--- src/design/wdt_consts.svh ---
// Constants for the watchdog timer: timing, register map, field positions, reset values
`ifndef WDT_CONSTS_SVH
`define WDT_CONSTS_SVH

// Timing
`define WDT_CLK_HZ 100000000
`define WDT_LFOSC_HZ 31000
`define WDT_BASE_TICK_US 1000
`define WDT_LF_DIV (`WDT_CLK_HZ / `WDT_LFOSC_HZ)
`define WDT_LF_PER_TICK ((`WDT_LFOSC_HZ * `WDT_BASE_TICK_US) / 1000000)
`define WDT_CNT_W 18
`define WDT_PS_MAX 5'h12

// Register byte addresses
`define WDT_ADDR_W 8
`define WDT_A_CTRL 8'h00
`define WDT_A_CFG 8'h04
`define WDT_A_STATUS 8'h08
`define WDT_A_PWR 8'h0C
`define WDT_A_IRQ_STAT 8'h10
`define WDT_A_IRQ_CLR 8'h14
`define WDT_A_IRQ_EN 8'h18
`define WDT_A_COUNT 8'h1C

// Field positions
`define WDT_F_SWEN 0
`define WDT_F_PS_LO 1
`define WDT_F_PS_HI 5
`define WDT_F_MODE_LO 0
`define WDT_F_MODE_HI 1
`define WDT_F_TO 0
`define WDT_F_PD 1
`define WDT_F_RCAUSE 0
`define WDT_IRQ_TIMEOUT 0
`define WDT_IRQ_WAKE 1

// Reset values
`define WDT_PS_RST 5'h0B
`define WDT_MODE_RST 2'h3
`define WDT_SWEN_RST 1'h0

// Mode encodings
`define WDT_MODE_OFF 2'h0
`define WDT_MODE_SW 2'h1
`define WDT_MODE_AWAKE 2'h2
`define WDT_MODE_ON 2'h3

// Bus responses
`define WDT_RESP_OKAY 2'h0
`define WDT_RESP_SLVERR 2'h2

`endif

--- src/design/wdt_pkg.sv ---
// Types shared by the watchdog timer modules
package wdt_pkg;

	typedef enum logic [1:0] {
		WDT_WR_IDLE = 2'h1,
		WDT_WR_RESP = 2'h2
	} wdt_wr_state_t;

endpackage

--- src/design/wdt_tick.sv ---
// Base tick generator: low-frequency oscillator divider and 1 ms tick
`timescale 1ns/1ps
`include "wdt_consts.svh"

module wdt_tick #(
	parameter logic [15:0] LF_DIV = 16'(`WDT_LF_DIV),
	parameter logic [7:0] LF_PER_TICK = 8'(`WDT_LF_PER_TICK)
) (
	// Clock and reset
	input wire logic aclk,
	input wire logic aresetn,
	// Control
	input wire logic clr,
	// Tick out
	output logic tick
);

	logic [15:0] div_r;
	logic [7:0] lf_r;
	logic lf_edge;
	logic tick_r;

	assign lf_edge = (div_r == LF_DIV - 16'h0001);
	assign tick = tick_r;

	always_ff @(posedge aclk) begin
		if (!aresetn || clr) begin
			div_r <= 16'h0000;
			lf_r <= 8'h00;
			tick_r <= 1'b0;
		end else begin
			div_r <= lf_edge ? 16'h0000 : div_r + 16'h0001;
			tick_r <= lf_edge && (lf_r == LF_PER_TICK - 8'h01);
			if (lf_edge) begin
				lf_r <= (lf_r == LF_PER_TICK - 8'h01) ? 8'h00 : lf_r + 8'h01;
			end
		end
	end

endmodule // wdt_tick

--- src/design/wdt_top.sv ---
// Watchdog timer with four modes, sleep handling and an AXI4-Lite register port
`timescale 1ns/1ps
`include "wdt_consts.svh"

// Overview of operation
// RQ1 - Counter advances on a 1 ms tick made from a 31 kHz oscillator.
// RQ2 - Two-bit mode field picks four modes; 00 disables the watchdog completely.
// RQ3 - Mode 11 runs always, also in sleep, ignoring the software enable.
// RQ4 - Mode 10 runs while awake and is disabled while sleeping.
// RQ5 - Mode 01 runs only while the software enable bit is one.
// RQ6 - In mode 01 sleep does not change whether protection is enabled.
// RQ7 - Period select sets time-out from 1 ms up to about 256 s.
// RQ8 - After reset the period select gives a two second time-out.
// RQ9 - Counter cleared by any reset and by the clear instruction.
// RQ10 - Counter cleared on entering sleep and again on leaving sleep.
// RQ11 - If enabled in sleep, counting restarts from zero after entry clear.
// RQ12 - Counter held clear while disabled or while oscillator failure is seen.
// RQ13 - In mode 10 sleep entry clears the counter as the watchdog stops.
// RQ14 - Counter held clear while the oscillator start-up timer runs.
// RQ15 - Time-out during sleep wakes the core instead of resetting it.
// RQ16 - Time-out updates time-out and power-down flags; a time-out while awake sets reset-cause flag.
// RQ17 - Changing the internal oscillator divider leaves the counter untouched.
// RQ18 - Time-out while awake and active requests a device reset.
// RQ19 - Period codes form a power-of-two ladder of the 1 ms tick.
module wdt_top #(
	parameter logic [15:0] LF_DIV = 16'(`WDT_LF_DIV),
	parameter logic [7:0] LF_PER_TICK = 8'(`WDT_LF_PER_TICK)
) (
	// Clock and reset
	input wire logic aclk,
	input wire logic aresetn,
	// AXI4-Lite write address
	input wire logic [`WDT_ADDR_W-1:0] s_axi_awaddr,
	input wire logic [2:0] s_axi_awprot,
	input wire logic s_axi_awvalid,
	output logic s_axi_awready,
	// AXI4-Lite write data
	input wire logic [31:0] s_axi_wdata,
	input wire logic [3:0] s_axi_wstrb,
	input wire logic s_axi_wvalid,
	output logic s_axi_wready,
	// AXI4-Lite write response
	output logic [1:0] s_axi_bresp,
	output logic s_axi_bvalid,
	input wire logic s_axi_bready,
	// AXI4-Lite read address
	input wire logic [`WDT_ADDR_W-1:0] s_axi_araddr,
	input wire logic [2:0] s_axi_arprot,
	input wire logic s_axi_arvalid,
	output logic s_axi_arready,
	// AXI4-Lite read data
	output logic [31:0] s_axi_rdata,
	output logic [1:0] s_axi_rresp,
	output logic s_axi_rvalid,
	input wire logic s_axi_rready,
	// Core side
	input wire logic wdog_clear_instr,
	input wire logic core_sleep,
	input wire logic osc_fail,
	input wire logic osc_startup_timer,
	input wire logic [3:0] int_osc_divider_sel,
	// Requests to the core and reset logic
	output logic reset_req,
	output logic wake_req,
	output logic irq
);

	// Register state
	logic sw_wdog_enable_r;
	logic [4:0] wdog_period_sel_r;
	logic [1:0] wdog_mode_cfg_r;
	logic timeout_flag_n_r;
	logic powerdown_flag_n_r;
	logic wdog_reset_cause_flag_r;
	logic [1:0] irq_stat_r;
	logic [1:0] irq_en_r;

	// Watchdog core state
	logic [`WDT_CNT_W-1:0] cnt_r;
	logic sleep_d_r;
	logic reset_req_r;
	logic wake_req_r;

	// Bus state
	wdt_pkg::wdt_wr_state_t wr_state_r;
	logic aw_got_r;
	logic w_got_r;
	logic [`WDT_ADDR_W-1:0] aw_addr_r;
	logic [31:0] w_data_r;
	logic [3:0] w_strb_r;
	logic [1:0] bresp_r;
	logic rvalid_r;
	logic [31:0] rdata_r;
	logic [1:0] rresp_r;

	// Period limit for a select code, codes above the top step saturate
	function automatic logic [`WDT_CNT_W-1:0] period_limit(input logic [4:0] sel);
		logic [4:0] s;
		s = (sel > `WDT_PS_MAX) ? `WDT_PS_MAX : sel;
		period_limit = (`WDT_CNT_W'(1) << s) - `WDT_CNT_W'(1); // see RQ19
	endfunction

	// Address decode shared by read and write paths
	function automatic logic addr_mapped(input logic [`WDT_ADDR_W-1:0] a);
		addr_mapped = (a == `WDT_A_CTRL) || (a == `WDT_A_CFG) || (a == `WDT_A_STATUS) ||
			(a == `WDT_A_PWR) || (a == `WDT_A_IRQ_STAT) || (a == `WDT_A_IRQ_CLR) ||
			(a == `WDT_A_IRQ_EN) || (a == `WDT_A_COUNT);
	endfunction

	// Mode decode
	wire mode_on = (wdog_mode_cfg_r == `WDT_MODE_ON); // see RQ3
	wire mode_awake = (wdog_mode_cfg_r == `WDT_MODE_AWAKE) && !core_sleep; // see RQ4
	wire mode_sw = (wdog_mode_cfg_r == `WDT_MODE_SW) && sw_wdog_enable_r; // see RQ5
	// Mode 00 never matches any term, and mode 01 ignores sleep entirely
	wire wdog_active = mode_on || mode_awake || mode_sw; // see RQ2, see RQ6

	// Sleep edges
	wire sleep_enter = core_sleep && !sleep_d_r;
	wire sleep_exit = !core_sleep && sleep_d_r;

	// The divider select is deliberately not part of the clear term
	wire wdog_clr = wdog_clear_instr // see RQ9
		|| sleep_enter || sleep_exit // see RQ10, see RQ13
		|| osc_fail || !wdog_active // see RQ12
		|| osc_startup_timer; // see RQ14, see RQ17

	// Time base
	logic base_tick;

	wdt_tick #(
		.LF_DIV(LF_DIV),
		.LF_PER_TICK(LF_PER_TICK)
	) u_tick (
		.aclk(aclk),
		.aresetn(aresetn),
		.clr(wdog_clr),
		.tick(base_tick)
	); // see RQ1

	wire [`WDT_CNT_W-1:0] limit = period_limit(wdog_period_sel_r); // see RQ7
	wire timeout = !wdog_clr && base_tick && (cnt_r == limit);
	wire timeout_asleep = timeout && core_sleep;
	wire timeout_awake = timeout && !core_sleep;

	// Write channel handshakes
	wire wr_idle = (wr_state_r == wdt_pkg::WDT_WR_IDLE);
	assign s_axi_awready = !aw_got_r && wr_idle;
	assign s_axi_wready = !w_got_r && wr_idle;
	wire aw_fire = s_axi_awvalid && s_axi_awready;
	wire w_fire = s_axi_wvalid && s_axi_wready;
	wire do_write = aw_got_r && w_got_r && wr_idle;
	wire wr_lane0 = do_write && w_strb_r[0];

	// Write decode
	wire wr_ctrl = wr_lane0 && (aw_addr_r == `WDT_A_CTRL);
	wire wr_cfg = wr_lane0 && (aw_addr_r == `WDT_A_CFG);
	wire wr_pwr = wr_lane0 && (aw_addr_r == `WDT_A_PWR);
	wire wr_irq_clr = wr_lane0 && (aw_addr_r == `WDT_A_IRQ_CLR);
	wire wr_irq_en = wr_lane0 && (aw_addr_r == `WDT_A_IRQ_EN);
	wire [1:0] wr_resp = addr_mapped(aw_addr_r) ? `WDT_RESP_OKAY : `WDT_RESP_SLVERR;

	// Read channel
	assign s_axi_arready = !rvalid_r;
	wire ar_fire = s_axi_arvalid && s_axi_arready;

	// Read data mux
	wire [31:0] rd_ctrl = {26'h0, wdog_period_sel_r, sw_wdog_enable_r};
	wire [31:0] rd_cfg = {30'h0, wdog_mode_cfg_r};
	wire [31:0] rd_status = {30'h0, powerdown_flag_n_r, timeout_flag_n_r};
	wire [31:0] rd_pwr = {31'h0, wdog_reset_cause_flag_r};
	wire [31:0] rd_irq_stat = {30'h0, irq_stat_r};
	wire [31:0] rd_irq_en = {30'h0, irq_en_r};
	wire [31:0] rd_count = {{(32 - `WDT_CNT_W){1'b0}}, cnt_r};
	wire [31:0] rd_mux =
		(s_axi_araddr == `WDT_A_CTRL) ? rd_ctrl :
		(s_axi_araddr == `WDT_A_CFG) ? rd_cfg :
		(s_axi_araddr == `WDT_A_STATUS) ? rd_status :
		(s_axi_araddr == `WDT_A_PWR) ? rd_pwr :
		(s_axi_araddr == `WDT_A_IRQ_STAT) ? rd_irq_stat :
		(s_axi_araddr == `WDT_A_IRQ_EN) ? rd_irq_en :
		(s_axi_araddr == `WDT_A_COUNT) ? rd_count : 32'h0000_0000;
	wire [1:0] rd_resp = addr_mapped(s_axi_araddr) ? `WDT_RESP_OKAY : `WDT_RESP_SLVERR;

	// Interrupt status next value: set wins over clear
	wire [1:0] irq_set = {wake_req_r, reset_req_r};
	wire [1:0] irq_clr_bits = wr_irq_clr ? w_data_r[1:0] : 2'h0;
	wire [1:0] irq_stat_nxt = (irq_stat_r & ~irq_clr_bits) | irq_set;

	// Outputs
	assign s_axi_bvalid = (wr_state_r == wdt_pkg::WDT_WR_RESP);
	assign s_axi_bresp = bresp_r;
	assign s_axi_rvalid = rvalid_r;
	assign s_axi_rdata = rdata_r;
	assign s_axi_rresp = rresp_r;
	assign reset_req = reset_req_r;
	assign wake_req = wake_req_r;
	assign irq = |(irq_stat_r & irq_en_r);

	// Watchdog counter
	always_ff @(posedge aclk) begin
		if (!aresetn) begin
			cnt_r <= `WDT_CNT_W'(0); // see RQ9
			sleep_d_r <= 1'b0;
		end else begin
			sleep_d_r <= core_sleep;
			if (wdog_clr || timeout) begin
				cnt_r <= `WDT_CNT_W'(0); // see RQ11
			end else if (base_tick) begin
				cnt_r <= cnt_r + `WDT_CNT_W'(1);
			end
		end
	end

	// Time-out outcomes
	always_ff @(posedge aclk) begin
		if (!aresetn) begin
			reset_req_r <= 1'b0;
			wake_req_r <= 1'b0;
		end else begin
			reset_req_r <= timeout_awake; // see RQ18
			wake_req_r <= timeout_asleep; // see RQ15
		end
	end

	// Core status flags, active low
	always_ff @(posedge aclk) begin
		if (!aresetn) begin
			timeout_flag_n_r <= 1'b1;
			powerdown_flag_n_r <= 1'b1;
		end else if (timeout) begin
			timeout_flag_n_r <= 1'b0; // see RQ16
			powerdown_flag_n_r <= !core_sleep;
		end else if (wdog_clear_instr) begin
			timeout_flag_n_r <= 1'b1;
			powerdown_flag_n_r <= 1'b1;
		end else if (sleep_enter) begin
			timeout_flag_n_r <= 1'b1;
			powerdown_flag_n_r <= 1'b0;
		end
	end

	// Reset-cause flag, write one to clear, a new time-out while awake wins
	always_ff @(posedge aclk) begin
		if (!aresetn) begin
			wdog_reset_cause_flag_r <= 1'b0;
		end else if (timeout_awake) begin
			wdog_reset_cause_flag_r <= 1'b1; // see RQ16
		end else if (wr_pwr && w_data_r[`WDT_F_RCAUSE]) begin
			wdog_reset_cause_flag_r <= 1'b0;
		end
	end

	// Software registers
	always_ff @(posedge aclk) begin
		if (!aresetn) begin
			sw_wdog_enable_r <= `WDT_SWEN_RST;
			wdog_period_sel_r <= `WDT_PS_RST; // see RQ8
			wdog_mode_cfg_r <= `WDT_MODE_RST;
			irq_en_r <= 2'h0;
			irq_stat_r <= 2'h0;
		end else begin
			irq_stat_r <= irq_stat_nxt;
			if (wr_ctrl) begin
				sw_wdog_enable_r <= w_data_r[`WDT_F_SWEN];
				wdog_period_sel_r <= w_data_r[`WDT_F_PS_HI:`WDT_F_PS_LO];
			end
			if (wr_cfg) begin
				wdog_mode_cfg_r <= w_data_r[`WDT_F_MODE_HI:`WDT_F_MODE_LO];
			end
			if (wr_irq_en) begin
				irq_en_r <= w_data_r[1:0];
			end
		end
	end

	// Write address and data capture, either order
	always_ff @(posedge aclk) begin
		if (!aresetn) begin
			aw_got_r <= 1'b0;
			w_got_r <= 1'b0;
			aw_addr_r <= `WDT_ADDR_W'(0);
			w_data_r <= 32'h0000_0000;
			w_strb_r <= 4'h0;
		end else begin
			if (aw_fire) begin
				aw_got_r <= 1'b1;
				aw_addr_r <= s_axi_awaddr;
			end else if (do_write) begin
				aw_got_r <= 1'b0;
			end
			if (w_fire) begin
				w_got_r <= 1'b1;
				w_data_r <= s_axi_wdata;
				w_strb_r <= s_axi_wstrb;
			end else if (do_write) begin
				w_got_r <= 1'b0;
			end
		end
	end

	// Write response
	always_ff @(posedge aclk) begin
		if (!aresetn) begin
			wr_state_r <= wdt_pkg::WDT_WR_IDLE;
			bresp_r <= `WDT_RESP_OKAY;
		end else begin
			case (wr_state_r)
				wdt_pkg::WDT_WR_IDLE: begin
					if (do_write) begin
						wr_state_r <= wdt_pkg::WDT_WR_RESP;
						bresp_r <= wr_resp;
					end
				end
				wdt_pkg::WDT_WR_RESP: begin
					if (s_axi_bready) begin
						wr_state_r <= wdt_pkg::WDT_WR_IDLE;
					end
				end
				default: begin
					wr_state_r <= wdt_pkg::WDT_WR_IDLE;
				end
			endcase
		end
	end

	// Read response
	always_ff @(posedge aclk) begin
		if (!aresetn) begin
			rvalid_r <= 1'b0;
			rdata_r <= 32'h0000_0000;
			rresp_r <= `WDT_RESP_OKAY;
		end else if (ar_fire) begin
			rvalid_r <= 1'b1;
			rdata_r <= rd_mux;
			rresp_r <= rd_resp;
		end else if (s_axi_rready) begin
			rvalid_r <= 1'b0;
		end
	end

endmodule // wdt_top

--- config.mk ---
export PLATFORM = sky130hd
export DESIGN_NAME = wdt_top
export DESIGN_NICKNAME = d
export VERILOG_FILES = /design/src/design/wdt_pkg.sv /design/src/design/wdt_tick.sv /design/src/design/wdt_top.sv
export VERILOG_INCLUDE_DIRS = /design/src /design/src/design
export SDC_FILE = /design/constraint.sdc
export NUM_CORES = 1
export LEC_CHECK = 0
export ABC_AREA = 0
export BUFFER_PORTS_ARGS = -buffer_cell sky130_fd_sc_hd__clkbuf_2
export CORE_ASPECT_RATIO = 1.25
export CORE_MARGIN = 4
export CORE_UTILIZATION = 45
export DETAILED_ROUTE_END_ITERATION = 16
export PLACE_DENSITY = 0.74
export SLEW_MARGIN = 25
export SYNTH_ARGS = -nofsm -noshare
export SYNTH_HDL_FRONTEND = slang
export SYNTH_SLANG_ARGS = --single-unit
export TNS_END_PERCENT = 50
--- constraint.sdc ---
create_clock -name aclk -period 4.55 [get_ports aclk]
set_input_delay 0.2275 -clock aclk [delete_from_list [all_inputs] [get_ports aclk]]
set_output_delay 0.2275 -clock aclk [all_outputs]
set_load 0.01 [all_outputs]
# Yosys cells after proc, flatten, opt, wreduce, memory -nomap -nowiden
# Index checks and enable logic that the tools add are counted.
dict set report totals {
  regBits 117
  inputBits 73
  output_inout_bits 44
  word_cells 154
}
dict set report classes {
  n_addsub 4
  magnitude_cmp 1
  n_eq_ne 24
  n_shift 1
  muxes 28
  bitwise 5
  n_reduce_logical 66
}
# op n
set ops {}
lappend ops {{18-bit 2-to-1 mux} 7}
lappend ops {{8-bit by 5-bit equality test with 1-bit output, second input constant} 9}
lappend ops {{8-bit by 4-bit equality test with 1-bit output, second input constant} 4}
lappend ops {{1-bit logical AND} 23}
lappend ops {{1-bit logical OR} 23}
lappend ops {{18-bit by 1-bit adder with 18-bit output, second input constant} 1}
lappend ops {{18-bit equality test} 1}
lappend ops {{1-bit by 5-bit << shifter with 18-bit output, first input constant} 1}
lappend ops {{18-bit by 2-bit subtractor with 18-bit output, second input constant} 1}
lappend ops {{16-bit by 1-bit adder with 16-bit output, second input constant} 1}
lappend ops {{16-bit by 12-bit equality test with 1-bit output, second input constant} 1}
lappend ops {{8-bit by 3-bit equality test with 1-bit output, second input constant} 2}
lappend ops {{8-bit zero test} 2}
lappend ops {{1-bit 2-to-1 mux} 13}
lappend ops {{2-bit 2-to-1 mux} 5}
lappend ops {{8-bit by 1-bit adder with 8-bit output, second input constant} 1}
lappend ops {{1-bit zero test} 8}
lappend ops {{8-bit 2-to-1 mux} 1}
lappend ops {{2-bit nonzero test} 4}
lappend ops {{2-bit equality test, second input constant} 3}
lappend ops {{2-bit OR reduction} 3}
lappend ops {{5-bit > comparator, second input constant} 1}
lappend ops {{5-bit 2-to-1 mux} 1}
lappend ops {{2-bit bitwise AND} 2}
lappend ops {{other kinds (8)} 11}

# Depth between registers and ports, before layout
dict set report depth {
  ltp_word 12
  ltp_mapped 14
  ltp_nobuf 10
}

# Cells and area by module
# From an unflattened synthesis, not the netlist that was laid out.
dict set report unflattened {
  cells_unflattened 633
  area_unflattened_um2 5276.3
}
# mod instances cells_per_inst area_each_um2 seq_area_each_um2
set modules_own_cells {}
lappend modules_own_cells {wdt_top 1 489 4052.6 1521.5}
lappend modules_own_cells {wdt_tick 1 144 1223.7 500.5}

# Worst setup path after synthesis
# No wires, ideal clock.
dict set report synth_path {
  path_kind {reg-to-reg}
  startpoint {register wdog_period_sel_r[0]}
  endpoint {register powerdown_flag_n_r}
  setup_ps 121
  arrival_ps 3211
  required_ps 4429
  slack_ps 1219
  path_stages_with_launch 14
  path_buffers 4
  synth_period_minus_slack_ps 3331
  cell_sequence {dfxtp_1 clkbuf_1 buf_2 or3b_2 ha_1 clkbuf_1 clkbuf_1 nor4b_1 a32o_1 a21oi_1 xor2_1 o2111ai_1 nor4_2 mux2_2}
}
dict set report synth_via {
  elab_chain_len 7
  word_cells_on_any_way 8
  classes_between {add/sub (1); order compare (1); eq/ne (1); shift (1); mux (2); reduce/logical (2)}
}
# item line_no
set synth_lines {}
lappend synth_lines {{start, declared} wdt_top.sv:70} ;# logic [4:0] wdog_period_sel_r;
lappend synth_lines {{start signal, assigned} wdt_top.sv:257} ;# wdog_period_sel_r <= `WDT_PS_RST;
lappend synth_lines {{start signal, assigned} wdt_top.sv:265} ;# wdog_period_sel_r <= w_data_r[`WDT_F_PS_HI:`WDT_F_PS_LO];
lappend synth_lines {{5-bit > comparator (no line)} -}
lappend synth_lines {{5-bit 2-to-1 mux (*)} wdt_top.sv:99} ;# s = (sel > `WDT_PS_MAX) ? `WDT_PS_MAX : sel;
lappend synth_lines {{1-bit by 5-bit << shifter with 18-bit output (no line) (*)} -}
lappend synth_lines {{18-bit by 2-bit subtractor with 18-bit output (*)} wdt_top.sv:100} ;# period_limit = (`WDT_CNT_W'(1) << s) - `WDT_CNT_W'(1);
lappend synth_lines {{18-bit equality test (*)} wdt_top.sv:141} ;# wire timeout = !wdog_clr && base_tick && (cnt_r == limit);
lappend synth_lines {{1-bit logical AND (*)} wdt_top.sv:141}
lappend synth_lines {{3-bit nonzero test (no line) or 1-bit 2-to-1 mux (tied branches)} -}
lappend synth_lines {{end signal, assigned} wdt_top.sv:232} ;# powerdown_flag_n_r <= !core_sleep;
lappend synth_lines {{end, declared} wdt_top.sv:73} ;# logic powerdown_flag_n_r;
# Every way passes the cells marked *; elsewhere a longest branch is shown, timed or not.
# A chain may end at the register's enable or synchronous reset.

# Worst setup path in the final report
dict set report layout_path {
  startpoint {register wdog_period_sel_r[2]}
  endpoint {register powerdown_flag_n_r}
}
# The elaborated chain is that of the path after synthesis.

==> results.sh <==
export IMPL_mostFrequentLayoutCells="dfxtp_1 (101), nor2_1 (63), clkbuf_2 (61)"
export IMPL_finalCritPeriodShare=0.873
export IMPL_p_clk_frac=0.456
export IMPL_clk_latency_ps=350
export IMPL_cap_viol_max_count=0
export IMPL_ant_nets=0
export IMPL_cts_tree="built"
export IMPL_layout_commonest_cell="dfxtp_1"
export IMPL_portBuffers=61
export IMPL_dr_first_iter_drc_count=168
export IMPL_clock_fmax_ghz=0.252
export IMPL_dp_hpwl_um=8120
export IMPL_min_path_type="input pin to flop"
export IMPL_multi_input_area_sq_mm=0.00288
export IMPL_worst_endpoint_required_ps=4790
export IMPL_avgSynthCellArea_sq_um=8.52
export IMPL_cts_root_buf="clkbuf_16"
export IMPL_fillers=1046
export IMPL_final_util=0.517
export IMPL_p_int_mw=1.43
export IMPL_finalNetCount=723
export IMPL_finClkSkew_ps=8.88
export IMPL_grt_max_degree=59
export IMPL_cts_path_max_buffers=2
export IMPL_ys_warn_count=0
export IMPL_cp_slowest_cell="dfxtp_1"
export IMPL_p_seq_frac=0.489
export IMPL_ctsResizeCount=0
export IMPL_comb_power_share=0.054
export IMPL_synth_xor_area_share=0.0787
export IMPL_vias=4310
export IMPL_layout_drive_gt1_share=0.148
export IMPL_status="finished, final reports clean"
export IMPL_crit_family="simple AND/OR/NAND/NOR gates"
export IMPL_seqCellArea_sq_mm=0.00202
export IMPL_cts_hold_buf=0
export IMPL_ys_ff_latch=101
export IMPL_yosys_area_share_adder=0.0145
export IMPL_synth_distinct_cells=64
export IMPL_critPathMaxFanout=23
export IMPL_area_growth_pct=11.6
export IMPL_coreArea_sq_mm=0.0112
export IMPL_max_slew_worst_pin_slew_ps=927
export IMPL_hold_violations=0
export IMPL_cp_slowest_stage_delay_ps=550
export IMPL_fp_dieH_um=128
export IMPL_ir_worst_vdd_uv=225
export IMPL_path_buf_inv=0
export IMPL_post_route_min_period_ps=3970
export IMPL_synth_ff_type="dfxtp_1"
export IMPL_synth_edff_count=0
export IMPL_cts_htree_levels=3
export IMPL_grt_usage=0.170
export IMPL_clk_pin_slew_ps=70
export IMPL_antenna_found_initial=0
export IMPL_die_area_sq_mm=0.0133
export IMPL_rsz0062_at_grt="false"
export IMPL_cp_end_kind="flop"
export IMPL_setup_viol=0
export IMPL_cp_arrival_ps=4210
export IMPL_synth_top_family_by_area="simple AND/OR/NAND/NOR gates"
export IMPL_ioPinCount=117
export IMPL_post_drt_via_cell_ratio=5.50
export IMPL_finalMaxSlewViolations=0
export IMPL_wl_per_cell_um=14.1
export IMPL_gp_congestion=0.847
export IMPL_power_density_mw_per_mm2=322
export IMPL_cts_buffers=9
export IMPL_syn_inst=608
export IMPL_drc=0
export IMPL_initial_utilization=0.463
export IMPL_startpoint_type="flop"
export IMPL_synth_area_mux_share=0.0493
export IMPL_core_rowCount=43
export IMPL_grt_pass1_vias=4169
export IMPL_synth_area_sq_mm=0.00518
export IMPL_p_leak_nw=2.13
export IMPL_first_pass_iters=4
export IMPL_wl_um=11100
export IMPL_timing_worst_setup_path_type="flop to flop"
export IMPL_die_w_um=104
export IMPL_synth_compound_area_frac=0.136
export IMPL_finalSetupTns_ps=0
export IMPL_relSlewSlack=0.382
export IMPL_grt_ovfl_total=0
export IMPL_cp_cell_sequence="or3_1 > or3b_2 > ha_1 > and2_1 > o211ai_1 > nor2_1 > a2111oi_0 > o2111ai_1 > nor4_2 > mux2_2"
export IMPL_grt_pass1_wl_um=19100
export IMPL_synth_seq_area_share=0.390
export IMPL_swShare=0.231
export IMPL_p_sw_mw=0.429
export IMPL_ys_async_sr_fraction=0
export IMPL_n_antenna_cell=0
export IMPL_post_cts_buffers=0
export IMPL_synth_simple_gate_area_share=0.265
export IMPL_cts_sinks=101
==> cell families (layout without fill, tap and decap cells) <==
group	Yosys count	in the layout
simple gates	263	263
flops	101	101
compound gates	97	97
buf+inv	70	96
xor+xnor	45	45
mux	25	25
fa+ha+maj	6	6
other cells	1	16
==> synth_stat cells (3+ instances only) <==
cell type	count	area [sq um]
mux2_2	4	45.0
ha_1	6	75.1
nor2b_1	41	257
a21oi_1	11	55.1
clkbuf_1	28	105
nand3b_1	4	30.0
xnor2_1	19	166
or3_1	8	50.1
a211oi_1	3	22.5
mux2i_1	21	210
o211a_1	3	30.0
a22o_1	6	52.6
or2_2	4	25.0
inv_1	17	63.8
and2_1	6	37.5
and3_1	11	68.8
nor3_1	12	60.1
o22ai_1	3	18.8
dfxtp_1	101	2020
buf_2	8	40.0
nand2_1	53	199
nor4_1	5	31.3
nand3_1	21	105
o211ai_1	6	45.0
o21a_1	4	30.0
o21ai_0	12	60.1
nand4_1	11	68.8
nand2b_1	4	25.0
a22oi_1	20	150
xor2_1	25	219
a21boi_0	11	82.6
buf_4	16	120
nor2_1	63	236
==> power groups by stage <==
stage	Sequential (mW)	Combinational (mW)	Clock, mW
6_report	0.911	0.101	0.849
5_1_grt	0.914	0.114	0.897
4_1_cts	0.911	0.102	0.860
3_5_place_dp	0.932	0.101	0
3_3_place_gp	0.931	0.0977	0
2_1_floorplan	0.929	0.0805	0
==> layout make-up <==
type	instances	area share
Clock buffer	9	0.0389
Clock inverter	7	0.0184
Inverter	17	0.0110
Multi-Input combinational cell	452	0.497
Sequential cell	101	0.350
Tap cell	135	0.0292
Timing Repair Buffer	63	0.0554
==> worst min-delay path: stages <==
cell and delay [ps]:
clkbuf_2 80, nand2_1 40, a21boi_0 60
==> path summary, 6_finish.rpt <==
kind | startpoint | end | slack, ps | cells past startpoint
worst max-delay path | wdog_period_sel_r[2] | powerdown_flag_n_r | 580 | 10
worst min-delay path | s_axi_awaddr[0] | aw_addr_r[0] | 110 | 3
worst max register to register | wdog_period_sel_r[2] | powerdown_flag_n_r | 580 | 10
worst min register to register | s_axi_rdata[1] | s_axi_rdata[1] | 470 | 2
==> metal layers <==
layer	global-route usage	share of wire	vias to the layer above	wire, um
li1	-	-	2146	-
met1	0.202	0.42	2047	4680
met2	0.305	0.52	96	5730
met3	0.0287	0.040	21	438
met4	0.0696	0.019	0	214
met5	0	0	-	0
==> flip-flops by register name, summed over array words and instances (netlist names), 5 cells and up <==
signal	flops
s_axi_rdata	18
aw_addr_r	8
u_tick.div_r	16
u_tick.lf_r	8
w_data_r	6
cnt_r	18
wdog_period_sel_r	5
==> metrics by stage <==
stage | power [mW] | area (sq um) | hold WS (ps) | setup slack [ps] | std cells
global placement | 1.03 | 5450 | 454 | 781 | 768
detailed placement | 1.03 | 5450 | 467 | 702 | 768
finish | 1.86 | 5780 | 113 | 579 | 784
floorplan | 1.01 | 5240 | 298 | 1220 | 623
CTS | 1.87 | 5780 | 113 | 664 | 784
global route | 1.93 | 5780 | 128 | 236 | 784
Note: power is estimated with default switching activity, not from simulation.
